## config.mk

```make
export PLATFORM = sky130hd
export DESIGN_NAME = elbpd_top
export DESIGN_NICKNAME = d
export VERILOG_FILES = /design/src/shared/elbpd_pkg.sv /design/src/shared/elbpd_phase_if.sv /design/src/core/elbpd_divider.sv /design/src/core/elbpd_duty_gen.sv /design/src/core/elbpd_top.sv
export SDC_FILE = /design/constraint.sdc
export NUM_CORES = 1
export LEC_CHECK = 0
export BUFFER_PORTS_ARGS = -buffer_cell sky130_fd_sc_hd__buf_2
export CORE_UTILIZATION = 50
export CTS_BUF_LIST = sky130_fd_sc_hd__clkbuf_4 sky130_fd_sc_hd__clkbuf_8
export DETAILED_ROUTE_END_ITERATION = 16
export GPL_ROUTABILITY_DRIVEN = 0
export PLACE_DENSITY = 0.75
export SETUP_SLACK_MARGIN = 0.02
export SYNTH_ARGS = -nofsm -noshare
export SYNTH_HDL_FRONTEND = slang
export SYNTH_SLANG_ARGS = --single-unit
```

## constraint.sdc

```tcl
create_clock -name pclk -period 4.23 [get_ports pclk]
set_input_delay 0.423 -clock pclk [delete_from_list [all_inputs] [get_ports pclk]]
set_output_delay 0.423 -clock pclk [all_outputs]
set_load 0.02 [all_outputs]
```

## src/shared/elbpd_pkg.sv

```systemverilog
/*
  Constants for the backlight pump driver: register indices and byte
  addresses, field positions, reset values and sequencer states.
  Assumes a 32-bit APB bus with one register per aligned word.
*/
package elbpd_pkg;
  // Printed register indices; byte address is four times the index
  localparam logic [7:0] IDX_RATE = 8'h18;
  localparam logic [7:0] IDX_DUTY = 8'h19;
  localparam logic [7:0] IDX_STATUS = 8'h1A;
  localparam int ADDR_W = 12;
  localparam logic [11:0] ADDR_RATE = {2'b00, IDX_RATE, 2'b00};
  localparam logic [11:0] ADDR_DUTY = {2'b00, IDX_DUTY, 2'b00};
  localparam logic [11:0] ADDR_STATUS = {2'b00, IDX_STATUS, 2'b00};

  // Rate register fields
  localparam int PUMP_RATE_LSB = 0;
  localparam int PUMP_RATE_MSB = 2;
  localparam int DIS_RATE_LSB = 3;
  localparam int DIS_RATE_MSB = 4;
  // Duty and enable register fields
  localparam int PUMP_DUTY_LSB = 0;
  localparam int PUMP_DUTY_MSB = 2;
  localparam int DIS_DUTY_LSB = 3;
  localparam int DIS_DUTY_MSB = 5;
  localparam int PANEL_ON_BIT = 7;

  // Pump divide 256, discharge divide 64
  localparam logic [7:0] RATE_RESET = 8'h12;
  // Pump duty 7/8, discharge duty 1/8, panel off
  localparam logic [7:0] DUTY_RESET = 8'h06;
  localparam logic [7:0] RATE_MASK = 8'h1F;
  localparam logic [7:0] DUTY_MASK = 8'hBF;
  localparam logic [2:0] PUMP_RATE_RESET = 3'h2;
  localparam logic [2:0] DIS_RATE_RESET = 3'h2;
  localparam logic [2:0] PUMP_DUTY_RESET = 3'h6;
  localparam logic [2:0] DIS_DUTY_RESET = 3'h0;

  // Divider counter widths: 1024 and 256 at the slowest setting
  localparam int PUMP_CNT_W = 10;
  localparam int DIS_CNT_W = 8;
  localparam logic [2:0] DUTY_FULL = 3'h7;

  typedef enum logic [2:0] {
    ST_IDLE = 3'b000,
    ST_ARM = 3'b001,
    ST_FIRST = 3'b010,
    ST_RUN = 3'b011,
    ST_LAST = 3'b100
  } elbpd_state_t;
endpackage : elbpd_pkg

```

## src/shared/elbpd_phase_if.sv

```systemverilog
/*
  Phase carrier between a divider and its duty generator.
  Assumes all members are driven in the pclk domain.
*/
`timescale 1ns/1ps
interface elbpd_phase_if;
  logic wrap;
  logic [2:0] eighth;
  modport src (output wrap, output eighth);
  modport snk (input wrap, input eighth);
endinterface : elbpd_phase_if

```

## src/core/elbpd_divider.sv

```systemverilog
/*
  Power-of-two divider of oscillator edge ticks, giving the current
  eighth of the period and a period-end strobe.
  Assumes tick is a one-cycle pulse per oscillator rising edge.
*/
`timescale 1ns/1ps
module elbpd_divider #(
  parameter int CNT_W = 10,
  parameter logic [2:0] RESET_CODE = 3'h0
) (
  input wire logic pclk,
  input wire logic presetn,
  input wire logic tick,
  input wire logic [2:0] code,
  elbpd_phase_if.src ph
);
  import elbpd_pkg::*;

  logic [CNT_W-1:0] cnt_reg;
  logic [CNT_W-1:0] cnt_next;
  logic [2:0] code_reg;
  logic [2:0] code_next;

  // Period is 2**(CNT_W - code) ticks
  wire [3:0] log_n = 4'(CNT_W) - {1'b0, code_reg};
  wire [CNT_W-1:0] limit = CNT_W'((1 << log_n) - 1);
  wire [3:0] shift = log_n - 4'h3;
  wire at_end = (cnt_reg == limit);

  assign ph.wrap = tick && at_end;
  assign ph.eighth = 3'(cnt_reg >> shift);
  assign cnt_next = !tick ? cnt_reg : (at_end ? '0 : cnt_reg + 1'b1);
  // New rate only at a period boundary
  assign code_next = ph.wrap ? code : code_reg;

  always_ff @(posedge pclk or negedge presetn) begin
    if (!presetn) begin
      cnt_reg <= '0;
      code_reg <= RESET_CODE;
    end else begin
      cnt_reg <= cnt_next;
      code_reg <= code_next;
    end
  end
endmodule : elbpd_divider

```

## src/core/elbpd_duty_gen.sv

```systemverilog
/*
  Duty waveform from the period phase: high for (code+1) eighths,
  constantly high for code 7. LATE puts the high part at period end.
  Assumes the phase interface comes from one divider.
*/
`timescale 1ns/1ps
module elbpd_duty_gen #(
  parameter bit LATE = 1'b0,
  parameter logic [2:0] RESET_CODE = 3'h0
) (
  input wire logic pclk,
  input wire logic presetn,
  input wire logic [2:0] code,
  elbpd_phase_if.snk ph,
  output logic wave
);
  import elbpd_pkg::*;

  logic [2:0] code_reg;
  logic [2:0] code_next;

  wire [2:0] pos = LATE ? ~ph.eighth : ph.eighth;
  assign wave = (code_reg == DUTY_FULL) || (pos <= code_reg);
  assign code_next = ph.wrap ? code : code_reg;

  always_ff @(posedge pclk or negedge presetn) begin
    if (!presetn) begin
      code_reg <= RESET_CODE;
    end else begin
      code_reg <= code_next;
    end
  end
endmodule : elbpd_duty_gen

```

## src/core/elbpd_top.sv

```systemverilog
/*
  Backlight pump driver: APB registers, oscillator edge synchronisers,
  pump and discharge dividers and the enable/disable sequencer.
  Assumes oscillator and option inputs are asynchronous pins and that
  the fast oscillator runs below half the pclk rate.
*/
// Functional notes
// - Pump divides fast clock 1024 down to 8
// - Discharge divides slow clock 256 down to 32
// - Pump high (n+1)/8, code 7 constant
// - Discharge high (n+1)/8, code 7 constant
// - On enable, one discharge pulse before pumping
// - Discharge pulse right after each pump burst
// - On disable, final discharge then both stop
// - Pump rate follows fast oscillator frequency
// - Reset: /256, /64, 7/8, 1/8, disabled
// - Option input and enable bit both needed
`timescale 1ns/1ps
module elbpd_top (
  input wire logic pclk,
  input wire logic presetn,
  input wire logic psel,
  input wire logic penable,
  input wire logic pwrite,
  input wire logic [elbpd_pkg::ADDR_W-1:0] paddr,
  input wire logic [31:0] pwdata,
  input wire logic [3:0] pstrb,
  output logic [31:0] prdata,
  output logic pready,
  output logic pslverr,
  input wire logic fast_osc_freq,
  input wire logic slow_osc_freq,
  input wire logic option_enable,
  output logic pump_out,
  output logic discharge_out
);
  import elbpd_pkg::*;

  logic [7:0] rate_reg;
  logic [7:0] rate_next;
  logic [7:0] duty_reg;
  logic [7:0] duty_next;
  logic [31:0] prdata_reg;
  logic [31:0] prdata_next;
  logic pready_reg;
  logic pslverr_reg;
  logic pump_out_reg;
  logic pump_out_next;
  logic discharge_out_reg;
  logic discharge_out_next;
  elbpd_state_t state_reg;
  elbpd_state_t state_next;

  // Two-flop synchronisers, plus an edge stage on the two oscillators only
  logic [2:0] fast_sync_reg;
  logic [2:0] slow_sync_reg;
  logic [1:0] opt_sync_reg;

  always_ff @(posedge pclk or negedge presetn) begin
    if (!presetn) begin
      fast_sync_reg <= 3'h0;
      slow_sync_reg <= 3'h0;
      opt_sync_reg <= 2'h0;
    end else begin
      fast_sync_reg <= {fast_sync_reg[1:0], fast_osc_freq};
      slow_sync_reg <= {slow_sync_reg[1:0], slow_osc_freq};
      opt_sync_reg <= {opt_sync_reg[0], option_enable};
    end
  end

  wire fast_tick = fast_sync_reg[1] && !fast_sync_reg[2];
  wire slow_tick = slow_sync_reg[1] && !slow_sync_reg[2];
  wire option_on = opt_sync_reg[1];

  // APB decode
  wire setup_ph = psel && !penable;
  wire access_ph = psel && penable && pready_reg;
  wire sel_rate = (paddr == ADDR_RATE);
  wire sel_duty = (paddr == ADDR_DUTY);
  wire sel_status = (paddr == ADDR_STATUS);
  wire mapped = sel_rate || sel_duty || sel_status;
  wire bad_req = !mapped || (pwrite && sel_status);
  wire lane0_wr = access_ph && pwrite && pstrb[0] && !pslverr_reg;
  wire [7:0] wdata_b = pwdata[7:0];
  wire wr_rate = lane0_wr && sel_rate;
  wire wr_duty = lane0_wr && sel_duty;

  assign rate_next = wr_rate ? (wdata_b & RATE_MASK) : rate_reg;
  assign duty_next = wr_duty ? (wdata_b & DUTY_MASK) : duty_reg;

  wire [7:0] status_val = {2'b00, option_on, discharge_out_reg, pump_out_reg, state_reg};
  wire [7:0] read_byte = sel_rate ? rate_reg :
                         sel_duty ? duty_reg :
                         sel_status ? status_val : 8'h00;
  assign prdata_next = setup_ph ? {24'h000000, read_byte} : prdata_reg;

  always_ff @(posedge pclk or negedge presetn) begin
    if (!presetn) begin
      rate_reg <= RATE_RESET;
      duty_reg <= DUTY_RESET;
      prdata_reg <= 32'h00000000;
      pready_reg <= 1'b0;
      pslverr_reg <= 1'b0;
    end else begin
      rate_reg <= rate_next;
      duty_reg <= duty_next;
      prdata_reg <= prdata_next;
      pready_reg <= setup_ph;
      pslverr_reg <= setup_ph && bad_req;
    end
  end

  assign prdata = prdata_reg;
  assign pready = pready_reg;
  assign pslverr = pslverr_reg;

  // Dividers and duty generators
  elbpd_phase_if pump_ph ();
  elbpd_phase_if dis_ph ();
  logic pump_wave;
  logic dis_wave;

  elbpd_divider #(
    .CNT_W(PUMP_CNT_W),
    .RESET_CODE(PUMP_RATE_RESET)
  ) u_pump_div (
    .pclk(pclk),
    .presetn(presetn),
    .tick(fast_tick),
    .code(rate_reg[PUMP_RATE_MSB:PUMP_RATE_LSB]),
    .ph(pump_ph)
  );

  elbpd_divider #(
    .CNT_W(DIS_CNT_W),
    .RESET_CODE(DIS_RATE_RESET)
  ) u_dis_div (
    .pclk(pclk),
    .presetn(presetn),
    .tick(slow_tick),
    .code({1'b0, rate_reg[DIS_RATE_MSB:DIS_RATE_LSB]}),
    .ph(dis_ph)
  );

  elbpd_duty_gen #(
    .LATE(1'b0),
    .RESET_CODE(PUMP_DUTY_RESET)
  ) u_pump_duty (
    .pclk(pclk),
    .presetn(presetn),
    .code(duty_reg[PUMP_DUTY_MSB:PUMP_DUTY_LSB]),
    .ph(pump_ph),
    .wave(pump_wave)
  );

  // Discharge high part sits at the end of its period, after the burst
  elbpd_duty_gen #(
    .LATE(1'b1),
    .RESET_CODE(DIS_DUTY_RESET)
  ) u_dis_duty (
    .pclk(pclk),
    .presetn(presetn),
    .code(duty_reg[DIS_DUTY_MSB:DIS_DUTY_LSB]),
    .ph(dis_ph),
    .wave(dis_wave)
  );

  // Sequencer
  wire run_en = duty_reg[PANEL_ON_BIT] && option_on;
  wire dis_wrap = dis_ph.wrap;

  always_comb begin
    state_next = state_reg;
    case (state_reg)
      ST_IDLE: begin
        if (run_en) state_next = ST_ARM;
      end
      ST_ARM: begin
        if (!run_en) state_next = ST_IDLE;
        else if (dis_wrap) state_next = ST_FIRST;
      end
      ST_FIRST: begin
        // One whole discharge period with no pumping
        if (dis_wrap) state_next = run_en ? ST_RUN : ST_IDLE;
      end
      ST_RUN: begin
        if (!run_en) state_next = ST_LAST;
      end
      ST_LAST: begin
        // Finish the current period so its closing pulse is emitted
        if (dis_wrap) state_next = ST_IDLE;
      end
      default: state_next = ST_IDLE;
    endcase
  end

  wire dis_active = (state_reg == ST_FIRST) || (state_reg == ST_RUN) || (state_reg == ST_LAST);
  assign pump_out_next = (state_reg == ST_RUN) && pump_wave && !dis_wave;
  assign discharge_out_next = dis_active && dis_wave;

  always_ff @(posedge pclk or negedge presetn) begin
    if (!presetn) begin
      state_reg <= ST_IDLE;
      pump_out_reg <= 1'b0;
      discharge_out_reg <= 1'b0;
    end else begin
      state_reg <= state_next;
      pump_out_reg <= pump_out_next;
      discharge_out_reg <= discharge_out_next;
    end
  end

  assign pump_out = pump_out_reg;
  assign discharge_out = discharge_out_reg;

  // Checks
  chk_idle_quiet: assert property (@(posedge pclk) disable iff (!presetn)
    (state_reg == ST_IDLE) |=> (!pump_out_reg && !discharge_out_reg))
    else $error("outputs active while idle");
  chk_first_no_pump: assert property (@(posedge pclk) disable iff (!presetn)
    (state_reg == ST_FIRST) |=> !pump_out_reg)
    else $error("pump during first discharge period");
  chk_last_no_pump: assert property (@(posedge pclk) disable iff (!presetn)
    (state_reg == ST_LAST) |=> !pump_out_reg)
    else $error("pump after disable");
  chk_burst_gate: assert property (@(posedge pclk) disable iff (!presetn)
    pump_out_reg |-> !discharge_out_reg)
    else $error("pump and discharge high together");
  chk_enable_arm: assert property (@(posedge pclk) disable iff (!presetn)
    (state_reg == ST_IDLE && run_en) |=> (state_reg == ST_ARM))
    else $error("enable not taken");
  chk_disable_stop: assert property (@(posedge pclk) disable iff (!presetn)
    (state_reg == ST_RUN && !run_en) |=> (state_reg == ST_LAST))
    else $error("disable not taken");
  chk_last_ends: assert property (@(posedge pclk) disable iff (!presetn)
    (state_reg == ST_LAST && dis_wrap) |=> (state_reg == ST_IDLE) ##1 !discharge_out_reg)
    else $error("final discharge did not end");
  chk_option_gate: assert property (@(posedge pclk) disable iff (!presetn)
    (state_reg == ST_IDLE && !option_on) |=> (state_reg == ST_IDLE))
    else $error("left idle without option");
  chk_rate_write: assert property (@(posedge pclk) disable iff (!presetn)
    wr_rate |=> (rate_reg == ($past(wdata_b) & RATE_MASK)))
    else $error("rate register write lost");
  chk_apb_ready: assert property (@(posedge pclk) disable iff (!presetn)
    setup_ph |=> pready_reg ##1 !pready_reg)
    else $error("pready not one access cycle");
  chk_first_pulse: assert property (@(posedge pclk) disable iff (!presetn)
    (state_reg == ST_FIRST && dis_wrap) |=> discharge_out_reg)
    else $error("no discharge pulse ending first period");
  chk_run_pulse: assert property (@(posedge pclk) disable iff (!presetn)
    (state_reg == ST_RUN && dis_wrap) |=> discharge_out_reg)
    else $error("no discharge pulse after burst");
  chk_last_pulse: assert property (@(posedge pclk) disable iff (!presetn)
    (state_reg == ST_LAST && dis_wrap) |=> discharge_out_reg)
    else $error("no final discharge pulse");
  chk_arm_first: assert property (@(posedge pclk) disable iff (!presetn)
    (state_reg == ST_ARM && run_en && dis_wrap) |=> (state_reg == ST_FIRST))
    else $error("first discharge period not started");
  chk_first_run: assert property (@(posedge pclk) disable iff (!presetn)
    (state_reg == ST_FIRST && run_en && dis_wrap) |=> (state_reg == ST_RUN))
    else $error("pumping not started after first pulse");
  chk_arm_quiet: assert property (@(posedge pclk) disable iff (!presetn)
    (state_reg == ST_ARM) |=> (!pump_out_reg && !discharge_out_reg))
    else $error("outputs active while arming");
  chk_duty_write: assert property (@(posedge pclk) disable iff (!presetn)
    wr_duty |=> (duty_reg == ($past(wdata_b) & DUTY_MASK)))
    else $error("duty register write lost");
  chk_rate_hold: assert property (@(posedge pclk) disable iff (!presetn)
    !wr_rate |=> $stable(rate_reg))
    else $error("rate register changed without write");
  chk_duty_hold: assert property (@(posedge pclk) disable iff (!presetn)
    !wr_duty |=> $stable(duty_reg))
    else $error("duty register changed without write");
  chk_err_no_write: assert property (@(posedge pclk) disable iff (!presetn)
    (access_ph && pslverr_reg) |=> ($stable(rate_reg) && $stable(duty_reg)))
    else $error("refused access changed a register");
  chk_bad_addr: assert property (@(posedge pclk) disable iff (!presetn)
    (setup_ph && !mapped) |=> (pready_reg && pslverr_reg))
    else $error("unmapped access not refused");
  chk_read_data: assert property (@(posedge pclk) disable iff (!presetn)
    (setup_ph && sel_rate) |=> (prdata_reg == {24'h000000, $past(rate_reg)}))
    else $error("rate register read data wrong");
  chk_ready_pulse: assert property (@(posedge pclk) disable iff (!presetn)
    pready_reg |-> $past(setup_ph))
    else $error("pready without setup cycle");
  chk_pump_phase: assert property (@(posedge pclk) disable iff (!presetn)
    pump_ph.wrap |-> (pump_ph.eighth == 3'h7))
    else $error("pump period ends off its last eighth");
  chk_dis_phase: assert property (@(posedge pclk) disable iff (!presetn)
    dis_ph.wrap |-> (dis_ph.eighth == 3'h7))
    else $error("discharge period ends off its last eighth");

  cov_run: cover property (@(posedge pclk) disable iff (!presetn)
    (state_reg == ST_FIRST) ##1 (state_reg == ST_RUN));
  cov_pump_then_dis: cover property (@(posedge pclk) disable iff (!presetn)
    pump_out_reg ##[1:1000] discharge_out_reg);
  cov_shutdown: cover property (@(posedge pclk) disable iff (!presetn)
    (state_reg == ST_LAST) ##1 (state_reg == ST_IDLE));
  cov_arm_abort: cover property (@(posedge pclk) disable iff (!presetn)
    (state_reg == ST_ARM) && !run_en);
  cov_bad_access: cover property (@(posedge pclk) disable iff (!presetn)
    access_ph && pslverr_reg);
endmodule : elbpd_top

```

# Word-level counts from Yosys, hierarchy flattened
# Cells that the tools add are included.
# Widths: inputs -> output; s select.
# classes
addsub	8
order_cmp	2
n_eq_ne	16
shift	4
muxes	13
n_bitwise	1
n_reduce_logical	33
# ops
operator	count
$eq 12x7->1 const B	3
$mux 8	3
$logic_and 1x1->1	18
$mux 3	6
$pmux 3 s5	1
$add 10x1->10 const B	1
$eq 10x10->1	1
$mux 10	1
$shl 1x4->10 const A	1
$shr 10x4->3	1
$sub 10x2->10 const B	1
$eq 3x3->1 const B	3
$add 8x1->8 const B	1
$eq 8x8->1	1
$shl 1x4->8 const A	1
$shr 8x4->3	1
$sub 4x2->4 const B	2
$sub 8x2->8 const B	1
$logic_or 1x1->1	7
$eq 3x2->1 const B	2
$le 3x3->1	2
$logic_not 1->1	6
$mux 6	1
$reduce_and 5->1	1
other kinds (9)	11
# word_totals
ff_bits	64
in_bits	56

# Logic depth before layout (Yosys ltp)
# depth
depth_word	8
mapped_depth	16

# Hierarchy
# From an unflattened synthesis, not the netlist that was laid out.
# hier_totals
hier_cells	531
area_unflattened_um2	4957.3
# modules_own_cells
mod	instances	cells_each	area_per_inst_um2	seq_area_each_um2
elbpd_top	1	146	1655.3	855.8
elbpd_divider (u_pump_div)	1	177	1535.2	326.6
elbpd_divider (u_dis_div)	1	167	1390.1	276.5
elbpd_duty_gen (u_dis_duty)	1	21	188.9	75.1
elbpd_duty_gen (u_pump_duty)	1	20	187.7	77.6

# Worst setup path after synthesis
# Ideal clock, no wire load.
# synth_path
kind	flip-flop to flip-flop
start	reg u_pump_div.code_reg[1]
end	reg pump_out_reg (netlist: pump_out)
setup_ns	0.086
arrival_ns	3.129
path_slack_ns	1.015
path_stages_with_launch	14
n_path_buf	0
period_less_slack_ns	3.215
cell_sequence	dfstp_2 > ha_1 > ha_1 > nor2b_1 > a22o_2 > a221oi_1 > mux2i_1 > a21oi_1 > o21ai_0 > ha_1 > a21o_1 > a21oi_1 > a311oi_1 > nor3_1
# synth_via
elab_chain_len	7
# synth_rtl
item	line	text
start, declared	elbpd_divider.sv:21	logic [2:0] code_reg;
start signal, assigned	elbpd_divider.sv:42	code_reg <= code_next;
$sub 4x3->4	elbpd_divider.sv:25	wire [3:0] log_n = 4'(CNT_W) - {1'b0, code_reg};
$sub 4x2->4	elbpd_divider.sv:27	wire [3:0] shift = log_n - 4'h3;
$shr 10x4->3	elbpd_divider.sv:31	assign ph.eighth = 3'(cnt_reg >> shift);
$le 3x3->1	elbpd_duty_gen.sv:23	assign wave = (code_reg == DUTY_FULL) || (pos <= code_reg);
$logic_or 1x1->1	elbpd_duty_gen.sv:23	
$logic_and 1x1->1 (2 in series)	elbpd_top.sv:198	assign pump_out_next = (state_reg == ST_RUN) && pump_wave && !dis_wave;
via pump_out_next	elbpd_top.sv:48	logic pump_out_next;
end signal, assigned	elbpd_top.sv:208	pump_out_reg <= pump_out_next;
end, declared	elbpd_top.sv:47	logic pump_out_reg;
# The timed path passes the listed nets, and every way through them passes these cells.
# A chain may end at the register's enable or synchronous reset.

# Final worst setup path
# layout_path
start	reg u_pump_div.code_reg[2]
end	reg u_pump_div.code_reg[2]
# layout_via
elab_chain_len	5
# layout_rtl
item	line	text
$sub 4x3->4	elbpd_divider.sv:25	
$shl 1x4->10	elbpd_divider.sv:26	wire [CNT_W-1:0] limit = CNT_W'((1 << log_n) - 1);
$sub 10x2->10	elbpd_divider.sv:26	
$eq 10x10->1	elbpd_divider.sv:28	wire at_end = (cnt_reg == limit);
$logic_and 1x1->1	elbpd_divider.sv:30	assign ph.wrap = tick && at_end;
# No other way between the ends.

==> summary.txt <==
Layout
  • Commonest non-fill, non-tap cells in the layout: dfrtp_1 (55), buf_2 (38), nand2_1 (25), conb_1 (25), nor2_1 (24)
  • Final #Nets: 525
  • Max reg flops: 10
  • Share of layout cells above drive strength 1: 23.2%
  • # diodes: 0
  • Area growth, synth to finish: 7.96%
  • Layout Cells excl Fill: 559
  • Most common cell after layout, fill and taps aside: dfrtp_1

Timing
  • TNS Setup: 0 ns
  • Crit share post-route: 86.2%
  • Final setup fails: 0
  • Least-Margin Pin Slew: 0.865 ns
  • Slew Viols, Final: 0
  • Period minus WS final: 3.65 ns
  • Clock skew: 0.0141 ns
  • Final Hold Viols: 0
  • Max-slew headroom: 42.2%
  • Fin worst setup slack: 0.584 ns
  • RSZ-0062 raised after global routing: no
  • Max Freq: 274 MHz

Clocking
  • H-tree level count: 3
  • Post-cts resize count: 0
  • Clock latency on the worst-skew pair: 0.34 ns
  • Clock Tree Root: clkbuf_8
  • Setup bufs post-CTS: 0
  • Num CTS Buffers: 9
  • TritonCTS clock tree: done
  • CTS Buffer Depth: 2
  • Hold bufs inserted after CTS: 0
  • Clock transition at path regs: 0.08 ns
  • Clock sinks: 63

Min path
  • Worst Hold Path Cells: 1
  • Hold_sp: option_enable
  • Hold EP: opt_sync_reg[0]
  • Worst min path class: in2reg

Synth
  • Synth area leaders: dfrtp_1 (33%), mux2_2 (5.4%), ha_1 (5.1%), dfstp_2 (5.1%), mux2i_1 (4.6%)
  • Yosys top cell area share: 33.3%
  • Largest area contributor in the netlist: dfrtp_1
  • Seq cells post-synth: 63
  • Cells after Synth: 424
  • Syn Area/Cell: 9.75 um^2
  • Cell Area, Synth: 0.00414 mm^2
  • Ys async rst share: 100%
  • Seq/Total Area, Yosys: 38.4%
  • Post-synth EDFFs: 0
  • Synth Flop Type: dfrtp_1
  • YS warnings: 0
  • Synth cell types: 61

Worst setup path
  • CP max FO: 14
  • Worst path cell trace: inv_1 > ha_1 > nor2b_1 > and3_1 > mux2_2 > o31ai_2 > a211o_1 > mux2_4
  • R2r setup slk: 0.58 ns
  • Worst path arrival time: 3.86 ns
  • Setup crit end kind: register
  • CP required: 4.44 ns
  • Slowest CP cell: dfrtp_1
  • Crit path buffers/inverters: 1
  • FF-to-FF Start: u_pump_div.code_reg[2]
  • Critical path type: reg2reg
  • Depth of the worst register-to-register path: 8
  • CP peak stage delay: 0.63 ns
  • CP delay by family, top: compound AO/OA/AOI/OAI gates
  • Startpoint Class: register
  • Worst R2R End: u_pump_div.code_reg[2]

Power and ir drop
  • Leakage: 1.98 nW
  • Power per cell area: 329 mW/mm^2
  • Worst vdd ir: 0.232 mV

Die
  • Die Y: 92.9 um
  • Row count: 32
  • Die Wd: 92.9 um
  • # IOs: 92
  • Initial Utilization: 52.7%
  • Die area: 0.00864 mm^2
  • Core Area: 0.00785 mm^2

Global route
  • Total Routing Usage GR: 21.8%
  • Largest net degree at the start of global routing: 64
  • Initial antenna violation count: 0
  • Vias in the first global route: 3054
  • GRT overflow: 0
  • First-pass GRT wire length: 14700 um

Detailed routing
  • Via count: 3157
  • Drt drc: 0
  • Final wirelength: 8530 um
  • DRT Pass-1 Iters: 5
  • Antenna viol nets, final: 0
  • Drt wl/cell: 15.3 um
  • DR iter-0 viols: 188
  • Vias/cell: 5.65

Placement
  • Pre-CTS setup slack: 0.601 ns
  • Cells after DPL: 543
  • Post-DP HPWL: 6030 um
  • PortBufs: 38

Job
  • Max cap viols: 0

Run status
  • Status: completed
## worst max path at each step
stage                                 startpoint                      end  depth (start not counted)
after floorplan           u_pump_div.code_reg[1]                 pump_out                         13
after global placement    u_pump_div.code_reg[2]  u_pump_duty.code_reg[0]                          8
after detailed placement  u_pump_div.code_reg[2]   u_pump_div.code_reg[0]                          8
after CTS                 u_pump_div.code_reg[2]   u_pump_div.code_reg[2]                          8
after global routing      u_pump_div.code_reg[2]   u_pump_div.code_reg[2]                          8
final                     u_pump_div.code_reg[2]   u_pump_div.code_reg[2]                          8
## through the flow
stage                     area, um^2  utilization (%)  hold slack (ns)  total power, mW
final                           4460             56.9            0.185             1.47
after global placement          4230             54.0            0.333            0.867
after floorplan                 4230                -            0.127            0.834
after detailed placement        4230             54.0            0.335            0.879
after global routing            4460             56.9            0.165             1.54
after CTS                       4460             56.9            0.162             1.48
## kinds of logic after synthesis
group	after synthesis	synth area share [%]
mux	47	13.3
flops	63	38.4
fa+ha+maj	17	5.14
xor+xnor	9	1.91
simple gates	138	17.9
compound gates	84	13.7
other cells	1	0.0907
buf+inv	65	9.56
## power by group
part / switching, mW / internal (mW)
clock network: 0.248 / 0.351
registers: 0.0584 / 0.636
logic: 0.102 / 0.0723
total: 0.409 / 1.06
## Yosys cell counts, drive strengths merged (12+ instances only)
library cell,instances
a21oi,23
buf,36
clkbuf,12
dfrtp,55
ha,17
inv,17
mux2,26
mux2i,19
nand2,25
nand3,19
nor2,24
nor2b,13
o21ai,18
## worst reg2reg max path: stages, from the launching register on
cell	delay [ns]
dfrtp_1	0.63
inv_1	0.17
ha_1	0.53
nor2b_1	0.25
and3_1	0.28
mux2_2	0.37
o31ai_2	0.44
a211o_1	0.51
mux2_4	0.35
## layer usage
metal	part of all wire (%)	track usage (%)
met5	0	0
met4	1.0	7.82
met3	3.6	5.01
met2	49	33.5
met1	46	30.0
## final cells by class
class / count / area (um^2)
clock buffers: 10 / 138
clock inverters: 6 / 92.6
well taps: 102 / 128
multi-input cells: 320 / 2240
inverters: 17 / 63.8
flip-flops and latches: 63 / 1590
fillers: 724 / 3380
repair buffers: 41 / 213
No activity file was read; power rests on OpenSTA's default activity.
